<file path="src/logic/rqsb_pkg.sv">
// Package of offsets, field positions, commands and reset values for the queue 2 status bank
package rqsb_pkg;
   // Register offsets on the host register port
   localparam logic [7:0] STATUS_UPPER_ADDR = 8'h61;
   localparam logic [7:0] STATUS_LOWER_ADDR = 8'h62;
   localparam logic [7:0] MASK_UPPER_ADDR   = 8'h63;
   localparam logic [7:0] MASK_LOWER_ADDR   = 8'h64;
   // Commands that release the queue lock
   localparam logic [7:0] CMD_CLR_RX_LOCK   = 8'h20;
   localparam logic [7:0] CMD_CLR_ALL_LOCK  = 8'h3f;
   // Upper half field positions
   localparam int UP_COMPLETE  = 15;
   localparam int UP_EMPTY     = 14;
   localparam int UP_ABORT     = 13;
   localparam int UP_FULL      = 12;
   localparam int UP_OVERFLOW  = 11;
   localparam int UP_PERR_Q2   = 3;
   localparam int UP_PERR_Q1   = 2;
   localparam int UP_UNLOCKED  = 1;
   // Lower half field positions
   localparam int LO_SRC_EXACT = 7;
   localparam int LO_SRC_MATCH = 6;
   localparam int LO_DST_EXACT = 5;
   localparam int LO_DST_MATCH = 4;
   localparam int LO_LINE_DONE = 1;
   localparam int LO_FILT_DONE = 0;
   // Bits that exist in each half; the rest read as zero
   localparam logic [15:0] UPPER_IMPL = 16'hf80e;
   localparam logic [15:0] LOWER_IMPL = 16'h00f3;
   // Reset values
   localparam logic [15:0] STATUS_RESET = 16'h0000;
   localparam logic [15:0] MASK_RESET   = 16'h0000;
   localparam logic [15:0] DATA_ZERO    = 16'h0000;
   // Register access takes two clock cycles from strobe to ready
   localparam int ACCESS_CYCLES = 2;
   // Queue pointer width
   localparam int PTR_W = 16;
endpackage

</file>
<file path="src/logic/rqsb_queue_lock.sv">
// Queue 2 lock tracking: full lock, command release and auto-unlock
`timescale 1ns/1ps
`default_nettype none
module rqsb_queue_lock
(
   // Clock and reset
   input  wire logic                     core_clk,
   input  wire logic                     rst_b,
   // Pointer events
   input  wire logic                     wr_ptr_inc,
   input  wire logic                     rd_ptr_inc,
   input  wire logic [rqsb_pkg::PTR_W-1:0] q2_read_pointer,
   input  wire logic [rqsb_pkg::PTR_W-1:0] q2_write_pointer,
   input  wire logic                     unlock_threshold_crossed,
   input  wire logic                     auto_unlock_en,
   // Command release
   input  wire logic                     cmd_release,
   // Results
   output logic                          locked,
   output logic                          empty,
   output logic                          auto_unlock_pulse
);
   logic locked_reg;
   logic locked_next;
   logic empty_reg;
   logic empty_next;
   logic ptr_equal;
   logic auto_rel;

   assign ptr_equal = (q2_read_pointer == q2_write_pointer);
   // Auto release once host reads drain past the threshold
   assign auto_rel  = locked_reg & auto_unlock_en & unlock_threshold_crossed;
   // Lock on full, released by command or auto-unlock
   assign locked_next = (wr_ptr_inc & ptr_equal) |
                        (locked_reg & ~cmd_release & ~auto_rel);
   // Empty follows the pointers: set on drain, reset while frames remain
   assign empty_next = (rd_ptr_inc & ptr_equal) ? 1'b1 :
                       (wr_ptr_inc | ~ptr_equal) ? 1'b0 : empty_reg;
   assign locked = locked_reg;
   assign empty  = empty_reg;
   assign auto_unlock_pulse = auto_rel;

   // Lock and empty state
   always_ff @(posedge core_clk or negedge rst_b)
   begin
      if (!rst_b)
      begin
         locked_reg <= 1'b0;
         empty_reg  <= 1'b1;
      end
      else
      begin
         locked_reg <= locked_next;
         empty_reg  <= empty_next;
      end
   end
endmodule // rqsb_queue_lock
`default_nettype wire

</file>
<file path="src/logic/rqsb_status_bank.sv">
// Queue 2 event status and interrupt mask bank on the host register port
//
// Contract
// - 32-bit read-only status word: upper half at 61h, lower at 62h.
// - 32-bit read/write mask, one enable per status bit.
// - Every status bit can raise the interrupt when its mask allows.
// - Reading a half clears its flags except queue empty and full.
// - Empty flag follows its condition continuously; full holds until a release command or auto-unlock.
// - Bit 15 sets on frame finish, aborted frames too, flushed not.
// - Completion flag works alike in tag and modified tag mode.
// - Bit 14 sets when read equals write after read increment.
// - Reading an empty queue raises an interrupt through the empty flag.
// - Bit 13 sets on aborted frames, threshold aborts included.
// - Bit 12 sets when pointers meet after write increment; queue locks.
// - Commands 20h, 3fh or auto-unlock clear full flag and lock.
// - Bit 11 sets when the receive FIFO overflows and data is lost.
// - While overflow is set, frame-copied is not set on repeated frames.
// - Upper bit 3 sets on parity error in queue 2 data.
// - Upper bit 2 sets on parity error in queue 1 data.
// - Upper bit 1 sets when auto-unlock releases the queue 2 lock.
// - Host reads past unlock threshold clear the lock and reopen the queue.
// - Reserved bits read as zero.
// - Lower bit 1 on line self-test done, bit 0 on filter self-test done.
// - Lower bits 7 to 4 report source and destination filter match results.
`timescale 1ns/1ps
`default_nettype none
module rqsb_status_bank
(
   // Clock and reset
   input  wire logic        core_clk,
   input  wire logic        rst_b,
   // Host register port
   input  wire logic        host_sel_b,
   input  wire logic        host_read,
   input  wire logic [7:0]  host_register_address,
   input  wire logic [15:0] host_wdata,
   output logic [15:0]      host_rdata,
   output logic             host_rdata_oe,
   output logic             host_ready,
   // Host command strobe
   input  wire logic        cmd_valid,
   input  wire logic [7:0]  cmd_code,
   // Receive queue 2 events
   input  wire logic        rx_frame_done,
   input  wire logic        rx_frame_aborted,
   input  wire logic        rx_frame_flushed,
   input  wire logic        tag_mode,
   input  wire logic        mod_tag_mode,
   input  wire logic        rx_fifo_overflow,
   input  wire logic        parity_err_q2,
   input  wire logic        parity_err_q1,
   input  wire logic        q2_read_attempt,
   // Queue 2 pointers
   input  wire logic        wr_ptr_inc,
   input  wire logic        rd_ptr_inc,
   input  wire logic [15:0] q2_read_pointer,
   input  wire logic [15:0] q2_write_pointer,
   input  wire logic        unlock_threshold_crossed,
   input  wire logic        auto_unlock_en,
   // Filter and self-test events
   input  wire logic        int_filter_src_exact,
   input  wire logic        int_filter_src_match,
   input  wire logic        int_filter_dst_exact,
   input  wire logic        int_filter_dst_match,
   input  wire logic        line_ctrl_selftest_done,
   input  wire logic        filter_selftest_done,
   // Frame status request
   input  wire logic        repeat_frame_copy_req,
   output logic             frame_copied_ind,
   // Queue and interrupt outputs
   output logic             q2_locked,
   output logic             irq
);
   typedef enum logic [2:0] {
      RQSB_IDLE = 3'b001,
      RQSB_WAIT = 3'b010,
      RQSB_DONE = 3'b100
   } rqsb_state_t;

   rqsb_state_t state_reg;
   rqsb_state_t state_next;
   logic [15:0] mask_up_reg;
   logic [15:0] mask_lo_reg;
   logic [15:0] rdata_reg;
   logic [15:0] rdata_next;
   logic        rdata_oe_reg;
   logic        ready_reg;
   logic        copied_reg;
   logic [15:0] up_set;
   logic [15:0] lo_set;
   logic [15:0] up_flags;
   logic [15:0] lo_flags;
   logic [15:0] up_word;
   logic [15:0] lo_word;
   logic        access_end;
   logic        rd_up;
   logic        rd_lo;
   logic        wr_mask_up;
   logic        wr_mask_lo;
   logic        cmd_release;
   logic        lock_flag;
   logic        empty_flag;
   logic        auto_pulse;
   logic        frame_end;

   // Address match used by read and write decode
   function automatic logic hit(input logic [7:0] a, input logic [7:0] off);
      hit = (a == off);
   endfunction

   // Access sequencing: select taken, one wait cycle, then flags and data captured
   assign access_end = (state_reg == RQSB_WAIT);
   assign rd_up      = access_end & host_read & hit(host_register_address,
                                                    rqsb_pkg::STATUS_UPPER_ADDR);
   assign rd_lo      = access_end & host_read & hit(host_register_address,
                                                    rqsb_pkg::STATUS_LOWER_ADDR);
   assign wr_mask_up = access_end & ~host_read & hit(host_register_address,
                                                     rqsb_pkg::MASK_UPPER_ADDR);
   assign wr_mask_lo = access_end & ~host_read & hit(host_register_address,
                                                     rqsb_pkg::MASK_LOWER_ADDR);
   assign cmd_release = cmd_valid & ((cmd_code == rqsb_pkg::CMD_CLR_RX_LOCK) |
                                     (cmd_code == rqsb_pkg::CMD_CLR_ALL_LOCK));

   // State transitions
   always_comb
   begin
      state_next = state_reg;
      unique case (state_reg)
         RQSB_IDLE: if (!host_sel_b) state_next = RQSB_WAIT;
         RQSB_WAIT: state_next = RQSB_DONE;
         RQSB_DONE: if (host_sel_b) state_next = RQSB_IDLE;
         default:   state_next = RQSB_IDLE;
      endcase
   end

   // Queue lock and empty tracking
   rqsb_queue_lock u_lock
   (
      .core_clk                 (core_clk),
      .rst_b                    (rst_b),
      .wr_ptr_inc               (wr_ptr_inc),
      .rd_ptr_inc               (rd_ptr_inc),
      .q2_read_pointer          (q2_read_pointer),
      .q2_write_pointer         (q2_write_pointer),
      .unlock_threshold_crossed (unlock_threshold_crossed),
      .auto_unlock_en           (auto_unlock_en),
      .cmd_release              (cmd_release),
      .locked                   (lock_flag),
      .empty                    (empty_flag),
      .auto_unlock_pulse        (auto_pulse)
   );

   // Completion counts finished and aborted frames in either tag mode
   assign frame_end = (rx_frame_done | rx_frame_aborted) & ~rx_frame_flushed &
                      (tag_mode | mod_tag_mode);

   // Event sources of each sticky bit
   assign up_set = {frame_end,
                    1'b0,
                    rx_frame_aborted,
                    1'b0,
                    rx_fifo_overflow,
                    7'b000_0000,
                    parity_err_q2,
                    parity_err_q1,
                    auto_pulse,
                    1'b0};
   assign lo_set = {8'h00,
                    int_filter_src_exact,
                    int_filter_src_match,
                    int_filter_dst_exact,
                    int_filter_dst_match,
                    2'b00,
                    line_ctrl_selftest_done,
                    filter_selftest_done};

   // Sticky flags cleared by the read of their half
   genvar g;
   generate
      for (g = 0; g < 16; g = g + 1)
      begin : g_flags
         if (rqsb_pkg::UPPER_IMPL[g] && g != rqsb_pkg::UP_EMPTY &&
             g != rqsb_pkg::UP_FULL)
         begin : g_up
            rqsb_sticky_flag u_up
            (
               .core_clk  (core_clk),
               .rst_b     (rst_b),
               .set_pulse (up_set[g]),
               .clr_pulse (rd_up),
               .flag      (up_flags[g])
            );
         end
         else
         begin : g_up_z
            assign up_flags[g] = 1'b0;
         end
         if (rqsb_pkg::LOWER_IMPL[g])
         begin : g_lo
            rqsb_sticky_flag u_lo
            (
               .core_clk  (core_clk),
               .rst_b     (rst_b),
               .set_pulse (lo_set[g]),
               .clr_pulse (rd_lo),
               .flag      (lo_flags[g])
            );
         end
         else
         begin : g_lo_z
            assign lo_flags[g] = 1'b0;
         end
      end
   endgenerate

   // Assembled words; empty and full are live levels, reserved read zero
   assign up_word = (up_flags & rqsb_pkg::UPPER_IMPL) |
                    ({15'h0000, empty_flag} << rqsb_pkg::UP_EMPTY) |
                    ({15'h0000, lock_flag} << rqsb_pkg::UP_FULL);
   assign lo_word = lo_flags & rqsb_pkg::LOWER_IMPL;

   // Read data selection
   assign rdata_next = rd_up ? up_word :
                       rd_lo ? lo_word :
                       hit(host_register_address, rqsb_pkg::MASK_UPPER_ADDR) &
                       access_end ? mask_up_reg :
                       hit(host_register_address, rqsb_pkg::MASK_LOWER_ADDR) &
                       access_end ? mask_lo_reg : rdata_reg;

   // Interrupt: any enabled bit; empty only interrupts on a read attempt
   assign irq = |((up_word & ~({15'h0000, empty_flag & ~q2_read_attempt}
                               << rqsb_pkg::UP_EMPTY)) & mask_up_reg) |
                |(lo_word & mask_lo_reg);

   assign host_ready       = ready_reg;
   assign host_rdata       = rdata_reg;
   assign host_rdata_oe    = rdata_oe_reg;
   assign q2_locked        = lock_flag;
   assign frame_copied_ind = copied_reg;

   // Access state; ready is registered so that it stands with the read data
   always_ff @(posedge core_clk or negedge rst_b)
   begin
      if (!rst_b)
      begin
         state_reg <= RQSB_IDLE;
         ready_reg <= 1'b0;
      end
      else
      begin
         state_reg <= state_next;
         ready_reg <= access_end;
      end
   end

   // Mask registers
   always_ff @(posedge core_clk or negedge rst_b)
   begin
      if (!rst_b)
      begin
         mask_up_reg <= rqsb_pkg::MASK_RESET;
         mask_lo_reg <= rqsb_pkg::MASK_RESET;
      end
      else
      begin
         if (wr_mask_up) mask_up_reg <= host_wdata;
         if (wr_mask_lo) mask_lo_reg <= host_wdata;
      end
   end

   // Read data and drive enable held until select drops
   always_ff @(posedge core_clk or negedge rst_b)
   begin
      if (!rst_b)
      begin
         rdata_reg    <= rqsb_pkg::DATA_ZERO;
         rdata_oe_reg <= 1'b0;
      end
      else
      begin
         rdata_reg    <= rdata_next;
         rdata_oe_reg <= host_read & ~host_sel_b & (state_reg != RQSB_IDLE);
      end
   end

   // Frame-copied indicator suppressed while overflow stands
   always_ff @(posedge core_clk or negedge rst_b)
   begin
      if (!rst_b)
         copied_reg <= 1'b0;
      else
         copied_reg <= repeat_frame_copy_req &
                       ~up_flags[rqsb_pkg::UP_OVERFLOW];
   end

   // Checks
   ready_pulse_a: assert property (@(posedge core_clk) disable iff (!rst_b)
      host_ready |=> !host_ready)
      else $error("ready longer than one cycle");
   ready_delay_a: assert property (@(posedge core_clk) disable iff (!rst_b)
      (state_reg == RQSB_IDLE && !host_sel_b) |-> ##2 host_ready)
      else $error("ready not on third edge");
   oe_read_a: assert property (@(posedge core_clk) disable iff (!rst_b)
      (host_ready && host_read) |-> host_rdata_oe)
      else $error("read data not driven at ready");
   read_clear_a: assert property (@(posedge core_clk) disable iff (!rst_b)
      (rd_up && !up_set[rqsb_pkg::UP_COMPLETE]) |=> !up_flags[rqsb_pkg::UP_COMPLETE])
      else $error("completion not cleared by read");
   empty_keep_a: assert property (@(posedge core_clk) disable iff (!rst_b)
      (rd_up && empty_flag && !wr_ptr_inc && q2_read_pointer == q2_write_pointer)
      |=> up_word[rqsb_pkg::UP_EMPTY])
      else $error("empty cleared by read");
   empty_set_a: assert property (@(posedge core_clk) disable iff (!rst_b)
      (rd_ptr_inc && q2_read_pointer == q2_write_pointer) |=> up_word[rqsb_pkg::UP_EMPTY])
      else $error("empty not set on drain");
   empty_irq_a: assert property (@(posedge core_clk) disable iff (!rst_b)
      (empty_flag && q2_read_attempt && mask_up_reg[rqsb_pkg::UP_EMPTY]) |-> irq)
      else $error("no irq on read of empty queue");
   complete_set_a: assert property (@(posedge core_clk) disable iff (!rst_b)
      (rx_frame_done && !rx_frame_flushed && (tag_mode || mod_tag_mode))
      |=> up_flags[rqsb_pkg::UP_COMPLETE])
      else $error("completion not set");
   parity_set_a: assert property (@(posedge core_clk) disable iff (!rst_b)
      parity_err_q1 |=> up_flags[rqsb_pkg::UP_PERR_Q1])
      else $error("queue 1 parity event lost");
   set_wins_a: assert property (@(posedge core_clk) disable iff (!rst_b)
      rx_fifo_overflow |=> up_flags[rqsb_pkg::UP_OVERFLOW])
      else $error("overflow event lost");
   full_lock_a: assert property (@(posedge core_clk) disable iff (!rst_b)
      (wr_ptr_inc && q2_read_pointer == q2_write_pointer) |=> up_word[rqsb_pkg::UP_FULL])
      else $error("full not set");
   cmd_unlock_a: assert property (@(posedge core_clk) disable iff (!rst_b)
      (cmd_release && !wr_ptr_inc) |=> !q2_locked)
      else $error("lock command ignored");
   auto_flag_a: assert property (@(posedge core_clk) disable iff (!rst_b)
      auto_pulse |=> (!q2_locked && up_flags[rqsb_pkg::UP_UNLOCKED]))
      else $error("auto-unlock not reported");
   reserved_zero_a: assert property (@(posedge core_clk) disable iff (!rst_b)
      (up_word[10:4] == 7'h00) && (lo_word[15:8] == 8'h00))
      else $error("reserved bit set");
   irq_mask_a: assert property (@(posedge core_clk) disable iff (!rst_b)
      (mask_up_reg == 16'h0000 && mask_lo_reg == 16'h0000) |-> !irq)
      else $error("irq with all masked");
   copied_block_a: assert property (@(posedge core_clk) disable iff (!rst_b)
      up_flags[rqsb_pkg::UP_OVERFLOW] |=> !frame_copied_ind)
      else $error("copied set during overflow");

   read_cov_c:   cover property (@(posedge core_clk) rd_up ##[1:20] rd_lo);
   lock_cov_c:   cover property (@(posedge core_clk) q2_locked ##[1:20] auto_pulse);
   irq_cov_c:    cover property (@(posedge core_clk) irq ##1 rd_up);
   copy_cov_c:   cover property (@(posedge core_clk) frame_copied_ind ##1 !frame_copied_ind);
endmodule // rqsb_status_bank
`default_nettype wire

</file>
<file path="src/logic/rqsb_sticky_flag.sv">
// One sticky event flag with set-over-clear priority
`timescale 1ns/1ps
`default_nettype none
module rqsb_sticky_flag
(
   // Clock and reset
   input  wire logic core_clk,
   input  wire logic rst_b,
   // Set and clear
   input  wire logic set_pulse,
   input  wire logic clr_pulse,
   // Flag out
   output logic      flag
);
   logic flag_reg;
   logic flag_next;

   // Event in the clearing cycle is kept
   assign flag_next = set_pulse | (flag_reg & ~clr_pulse);
   assign flag      = flag_reg;

   // Flag storage
   always_ff @(posedge core_clk or negedge rst_b)
   begin
      if (!rst_b)
         flag_reg <= 1'b0;
      else
         flag_reg <= flag_next;
   end
endmodule // rqsb_sticky_flag
`default_nettype wire

</file>
<file path="config.mk">
export PLATFORM = sky130hd
export DESIGN_NAME = rqsb_status_bank
export DESIGN_NICKNAME = d
export VERILOG_FILES = /design/src/logic/rqsb_pkg.sv /design/src/logic/rqsb_queue_lock.sv /design/src/logic/rqsb_status_bank.sv /design/src/logic/rqsb_sticky_flag.sv
export SDC_FILE = /design/constraint.sdc
export NUM_CORES = 1
export LEC_CHECK = 0
export BUFFER_PORTS_ARGS = -buffer_cell sky130_fd_sc_hd__buf_4
export CAP_MARGIN = 20
export CORE_MARGIN = 3
export CORE_UTILIZATION = 32
export CTS_CLUSTER_DIAMETER = 100
export DETAILED_ROUTE_END_ITERATION = 10
export PLACE_DENSITY = 0.56
export SETUP_SLACK_MARGIN = 0.2
export SLEW_MARGIN = 20
export SYNTH_ARGS = -nofsm -noshare
export SYNTH_HDL_FRONTEND = slang
export SYNTH_SLANG_ARGS = --single-unit
</file>
<file path="constraint.sdc">
create_clock -name core_clk -period 3.5 [get_ports core_clk]
set_clock_uncertainty 0.15 [all_clocks]
set_input_delay 0.35 -clock core_clk [delete_from_list [all_inputs] [get_ports core_clk]]
set_output_delay 0.35 -clock core_clk [all_outputs]
set_load 0.05 [all_outputs]
</file>
==> summary.json <==
{
  "setup_path": {
    "setup.worst_path.start_class": "register",
    "critical_path.endpoint_type": "register",
    "timing.critical_path.arrival_ns": 2.51,
    "critical_path.cell_chain": "nor4b_4, nand2_1, or3_1, mux2_4",
    "critPathKind": "reg2reg",
    "worst-r2r-cell-count": 4,
    "worst-endpoint-required_ns": 3.57,
    "worstPathMaxFanout": 16,
    "slowest_stage": "sky130_fd_sc_hd__or3_1",
    "slowest_delay_ns": 0.76
  },
  "drt": {
    "route.detailed.drc": 0,
    "routed-wl-met3_um": 578,
    "detailroute.via_count": 2524,
    "detailedRoute.firstIterationViolations": 76,
    "final_antenna_net_count": 0,
    "detail_route.wirelength.met1_um": 3810,
    "routed_wire_length_per_instance_um": 16.3,
    "met2WireLength_um": 3790,
    "postRouteWirelength_um": 8320,
    "top_layer": "met4",
    "detail_route.vias_per_cell": 4.94,
    "drt_pre_antenna_iters": 4
  },
  "layout": {
    "finish.cell_count_without_fillers": 511,
    "syn2layout_area_growth_pct": 34.9,
    "antenna_cells_inserted": 0,
    "final_core_utilization_pct": 45.0,
    "layout_cell_share_with_drive_strength_beyond_1_pct": 45.8,
    "multi_input_combinational_cell_area_um2": 1540,
    "nets": 462,
    "regArea_um2": 1700,
    "fill_cell_instance_count_of_the_final_layout": 951
  },
  "yosys": {
    "synth_cells": 259,
    "sequential_element_share_of_the_synthesized_area_pct": 51.6,
    "synth_nets": 348,
    "muxShareOfSynthArea_pct": 20.3,
    "synthXorXnorAreaFrac_pct": 4.24,
    "synthArstFlopShare_pct": 100,
    "synth_most_common_cell": "sky130_fd_sc_hd__dfrtp_1",
    "synthesis.area_um2": 3300,
    "number_of_synthesized_register_bits": 68,
    "synthAdderAreaFrac_pct": 0,
    "ys_top_cells_by_count": "sky130_fd_sc_hd__dfrtp_1 (66), sky130_fd_sc_hd__mux2_2 (31), sky130_fd_sc_hd__mux2i_1 (17), sky130_fd_sc_hd__xnor2_1 (16), sky130_fd_sc_hd__nand2_1 (15)",
    "synth_compound_gate_area_share_pct": 10.7,
    "leading_cell_types_by_total_area_after_synthesis": "sky130_fd_sc_hd__dfrtp_1 (50%), sky130_fd_sc_hd__mux2_2 (11%), sky130_fd_sc_hd__mux2i_1 (5.2%)",
    "synth_top_family_by_area": "multiplexers",
    "synth-edff-count": 0,
    "yosysUniqueCellTypes": 49,
    "cell_taking_the_most_area_after_synthesis": "sky130_fd_sc_hd__dfrtp_1",
    "synth_simple_gate_area_share_pct": 11.4,
    "ys.flop_type": "sky130_fd_sc_hd__dfrtp_1",
    "syn-mean-instance-area_um2": 12.8,
    "synth.yosys.warnings": 0,
    "synth_top_area_share_pct": 50.0
  },
  "floorplan": {
    "effective_utilization_at_floorplan_pct": 33.3,
    "die-area_um2": 11600,
    "die-height_um": 108,
    "coreArea_um2": 9910,
    "die_w_um": 108,
    "placement_rows": 36,
    "boundaryPins": 110
  },
  "pwr": {
    "irDropWorstVdd_mv": 0.180,
    "power_density_nw_per_um2": 386,
    "static-leakage-power_uw": 0.00211
  },
  "placed_design": {
    "gp_congestion": 0.783,
    "placed_cells_incl_taps": 494,
    "port_buffers": 109,
    "dp_hpwl_um": 6190,
    "pre_cts_ws_ns": 0.978
  },
  "clock_network": {
    "cts.repair_timing.setup_buffer_count": 0,
    "cts_tree": "done",
    "path_clk_slew_ns": 0.08,
    "ctsResizeCount": 0,
    "root_buffer": "sky130_fd_sc_hd__clkbuf_8",
    "cts-hold-fix-buffers": 1,
    "cts_num_sinks": 68,
    "clockBufferDepth": 2,
    "clk-insertion-delay-late_ns": 0.35,
    "tritoncts.num_buffers": 9,
    "clock_tree.htree_level_count": 3
  },
  "grt": {
    "grt_remaining_overflow": 0,
    "vias_in_the_first_global_route": 2594,
    "grt_start_max_net_pins": 69,
    "wire_length_of_the_first_global_routing_pass_um": 13200,
    "antenna_found_initial": 0,
    "globalRouteTotalUtil_pct": 15.0
  },
  "sta": {
    "slew_viol_final": 0,
    "period_minus_slack_ns": 2.44,
    "timing.setup.tns_ns": 0,
    "slew_headroom_pct": 34.7,
    "count_of_final_setup_violators": 0,
    "worst_setup_margin_ns": 1.06,
    "timing_worst_slew_pin_value_ns": 0.979,
    "timing.fmax_mhz": 410,
    "fin_crit_share_pct": 69.6,
    "hold_viol_final": 0,
    "unrepaired_setup_endpoints_after_global_routing": "false"
  },
  "worst_hold_path": {
    "hold_path.class": "in2reg",
    "number_of_cells_on_the_worst_hold_path": 2
  },
  "run": {
    "drv_cap": 0
  },
  "status": {
    "run_status": "completed"
  }
}
==> area by class of cell <==
type | instances | area share (%)
clock inverters | 6 | 1.43
inverters | 1 | 0.0842
flip-flops and latches | 68 | 38.2
well taps | 133 | 3.73
repair buffers | 113 | 19.1
clock buffers | 10 | 2.86
multi-input cells | 180 | 34.5
==> final timing paths <==
kind                           startpoint                         to  slack (ns)
setup / recovery             state_reg[2]             mask_lo_reg[5]        1.06
hold / removal              parity_err_q1  g_flags[2].g_up.u_up.flag        0.02
setup reg to reg             state_reg[2]             mask_lo_reg[5]        1.06
hold reg to reg            host_rdata[11]             host_rdata[11]        0.34
max in group asynchronous           rst_b             host_rdata[15]        2.13
min in group asynchronous           rst_b  g_flags[6].g_lo.u_lo.flag        0.49
==> through the flow <==
stage / power, uW / hold slack (ns) / cell area, um^2
6_report: 1720 / 0.0213 / 4460
5_1_grt: 1810 / 0.00148 / 4460
4_1_cts: 1740 / 0.00968 / 4460
3_5_place_dp: 1110 / 0.322 / 4250
3_3_place_gp: 1100 / 0.313 / 4250
2_1_floorplan: 967 / -0.0956 / 3300
==> cells by family after synthesis <==
group                  Yosys count
XOR/XNOR                        16
flip-flops                      68
multiplexers                    58
AO/OA/AOI/OAI                   49
buffers and inverters           11
AND/OR/NAND/NOR                 57
==> cell usage in the layout (no fill, tap or decap), types with 4 or more instances in the layout <==
cell type / synthesis / final
sky130_fd_sc_hd__o2bb2ai_1: 6 / 6
sky130_fd_sc_hd__dfrtp_1: 66 / 66
sky130_fd_sc_hd__mux2i_1: 17 / 17
sky130_fd_sc_hd__a21o_1: 13 / 13
sky130_fd_sc_hd__clkbuf_8: 0 / 9
sky130_fd_sc_hd__buf_4: 2 / 112
sky130_fd_sc_hd__mux2_2: 31 / 31
sky130_fd_sc_hd__nor2b_1: 4 / 4
sky130_fd_sc_hd__mux2_4: 10 / 10
sky130_fd_sc_hd__nand2_1: 15 / 15
sky130_fd_sc_hd__nand4_1: 8 / 8
sky130_fd_sc_hd__o21ai_0: 10 / 10
sky130_fd_sc_hd__nor2_1: 4 / 4
sky130_fd_sc_hd__nor3b_1: 4 / 4
sky130_fd_sc_hd__xnor2_1: 16 / 16
==> worst max-delay path, delay by kind of cell, from the launching register on <==
| kind | cells | cell delay (ns) |
|---|---|---|
| flops | 1 | 0.45 |
| mux | 1 | 0.45 |
| simple gates | 3 | 1.27 |
==> layer usage <==
metal / track usage (%) / vias to the layer above
met5: 0 / -
met4: 5.95 / 0
met3: 4.26 / 11
met2: 22.5 / 99
met1: 20.4 / 1217
li1: - / 1197
==> power breakdown <==
part           switching [uW]  leakage [uW]  internal (uW)  total (uW)
logic                     119       0.00114            129         248
clock network             302     0.0000927            329         631
registers                24.9      0.000878            815         840
total                     446       0.00211           1270        1720
Note: power is estimated with default switching activity, not from simulation.
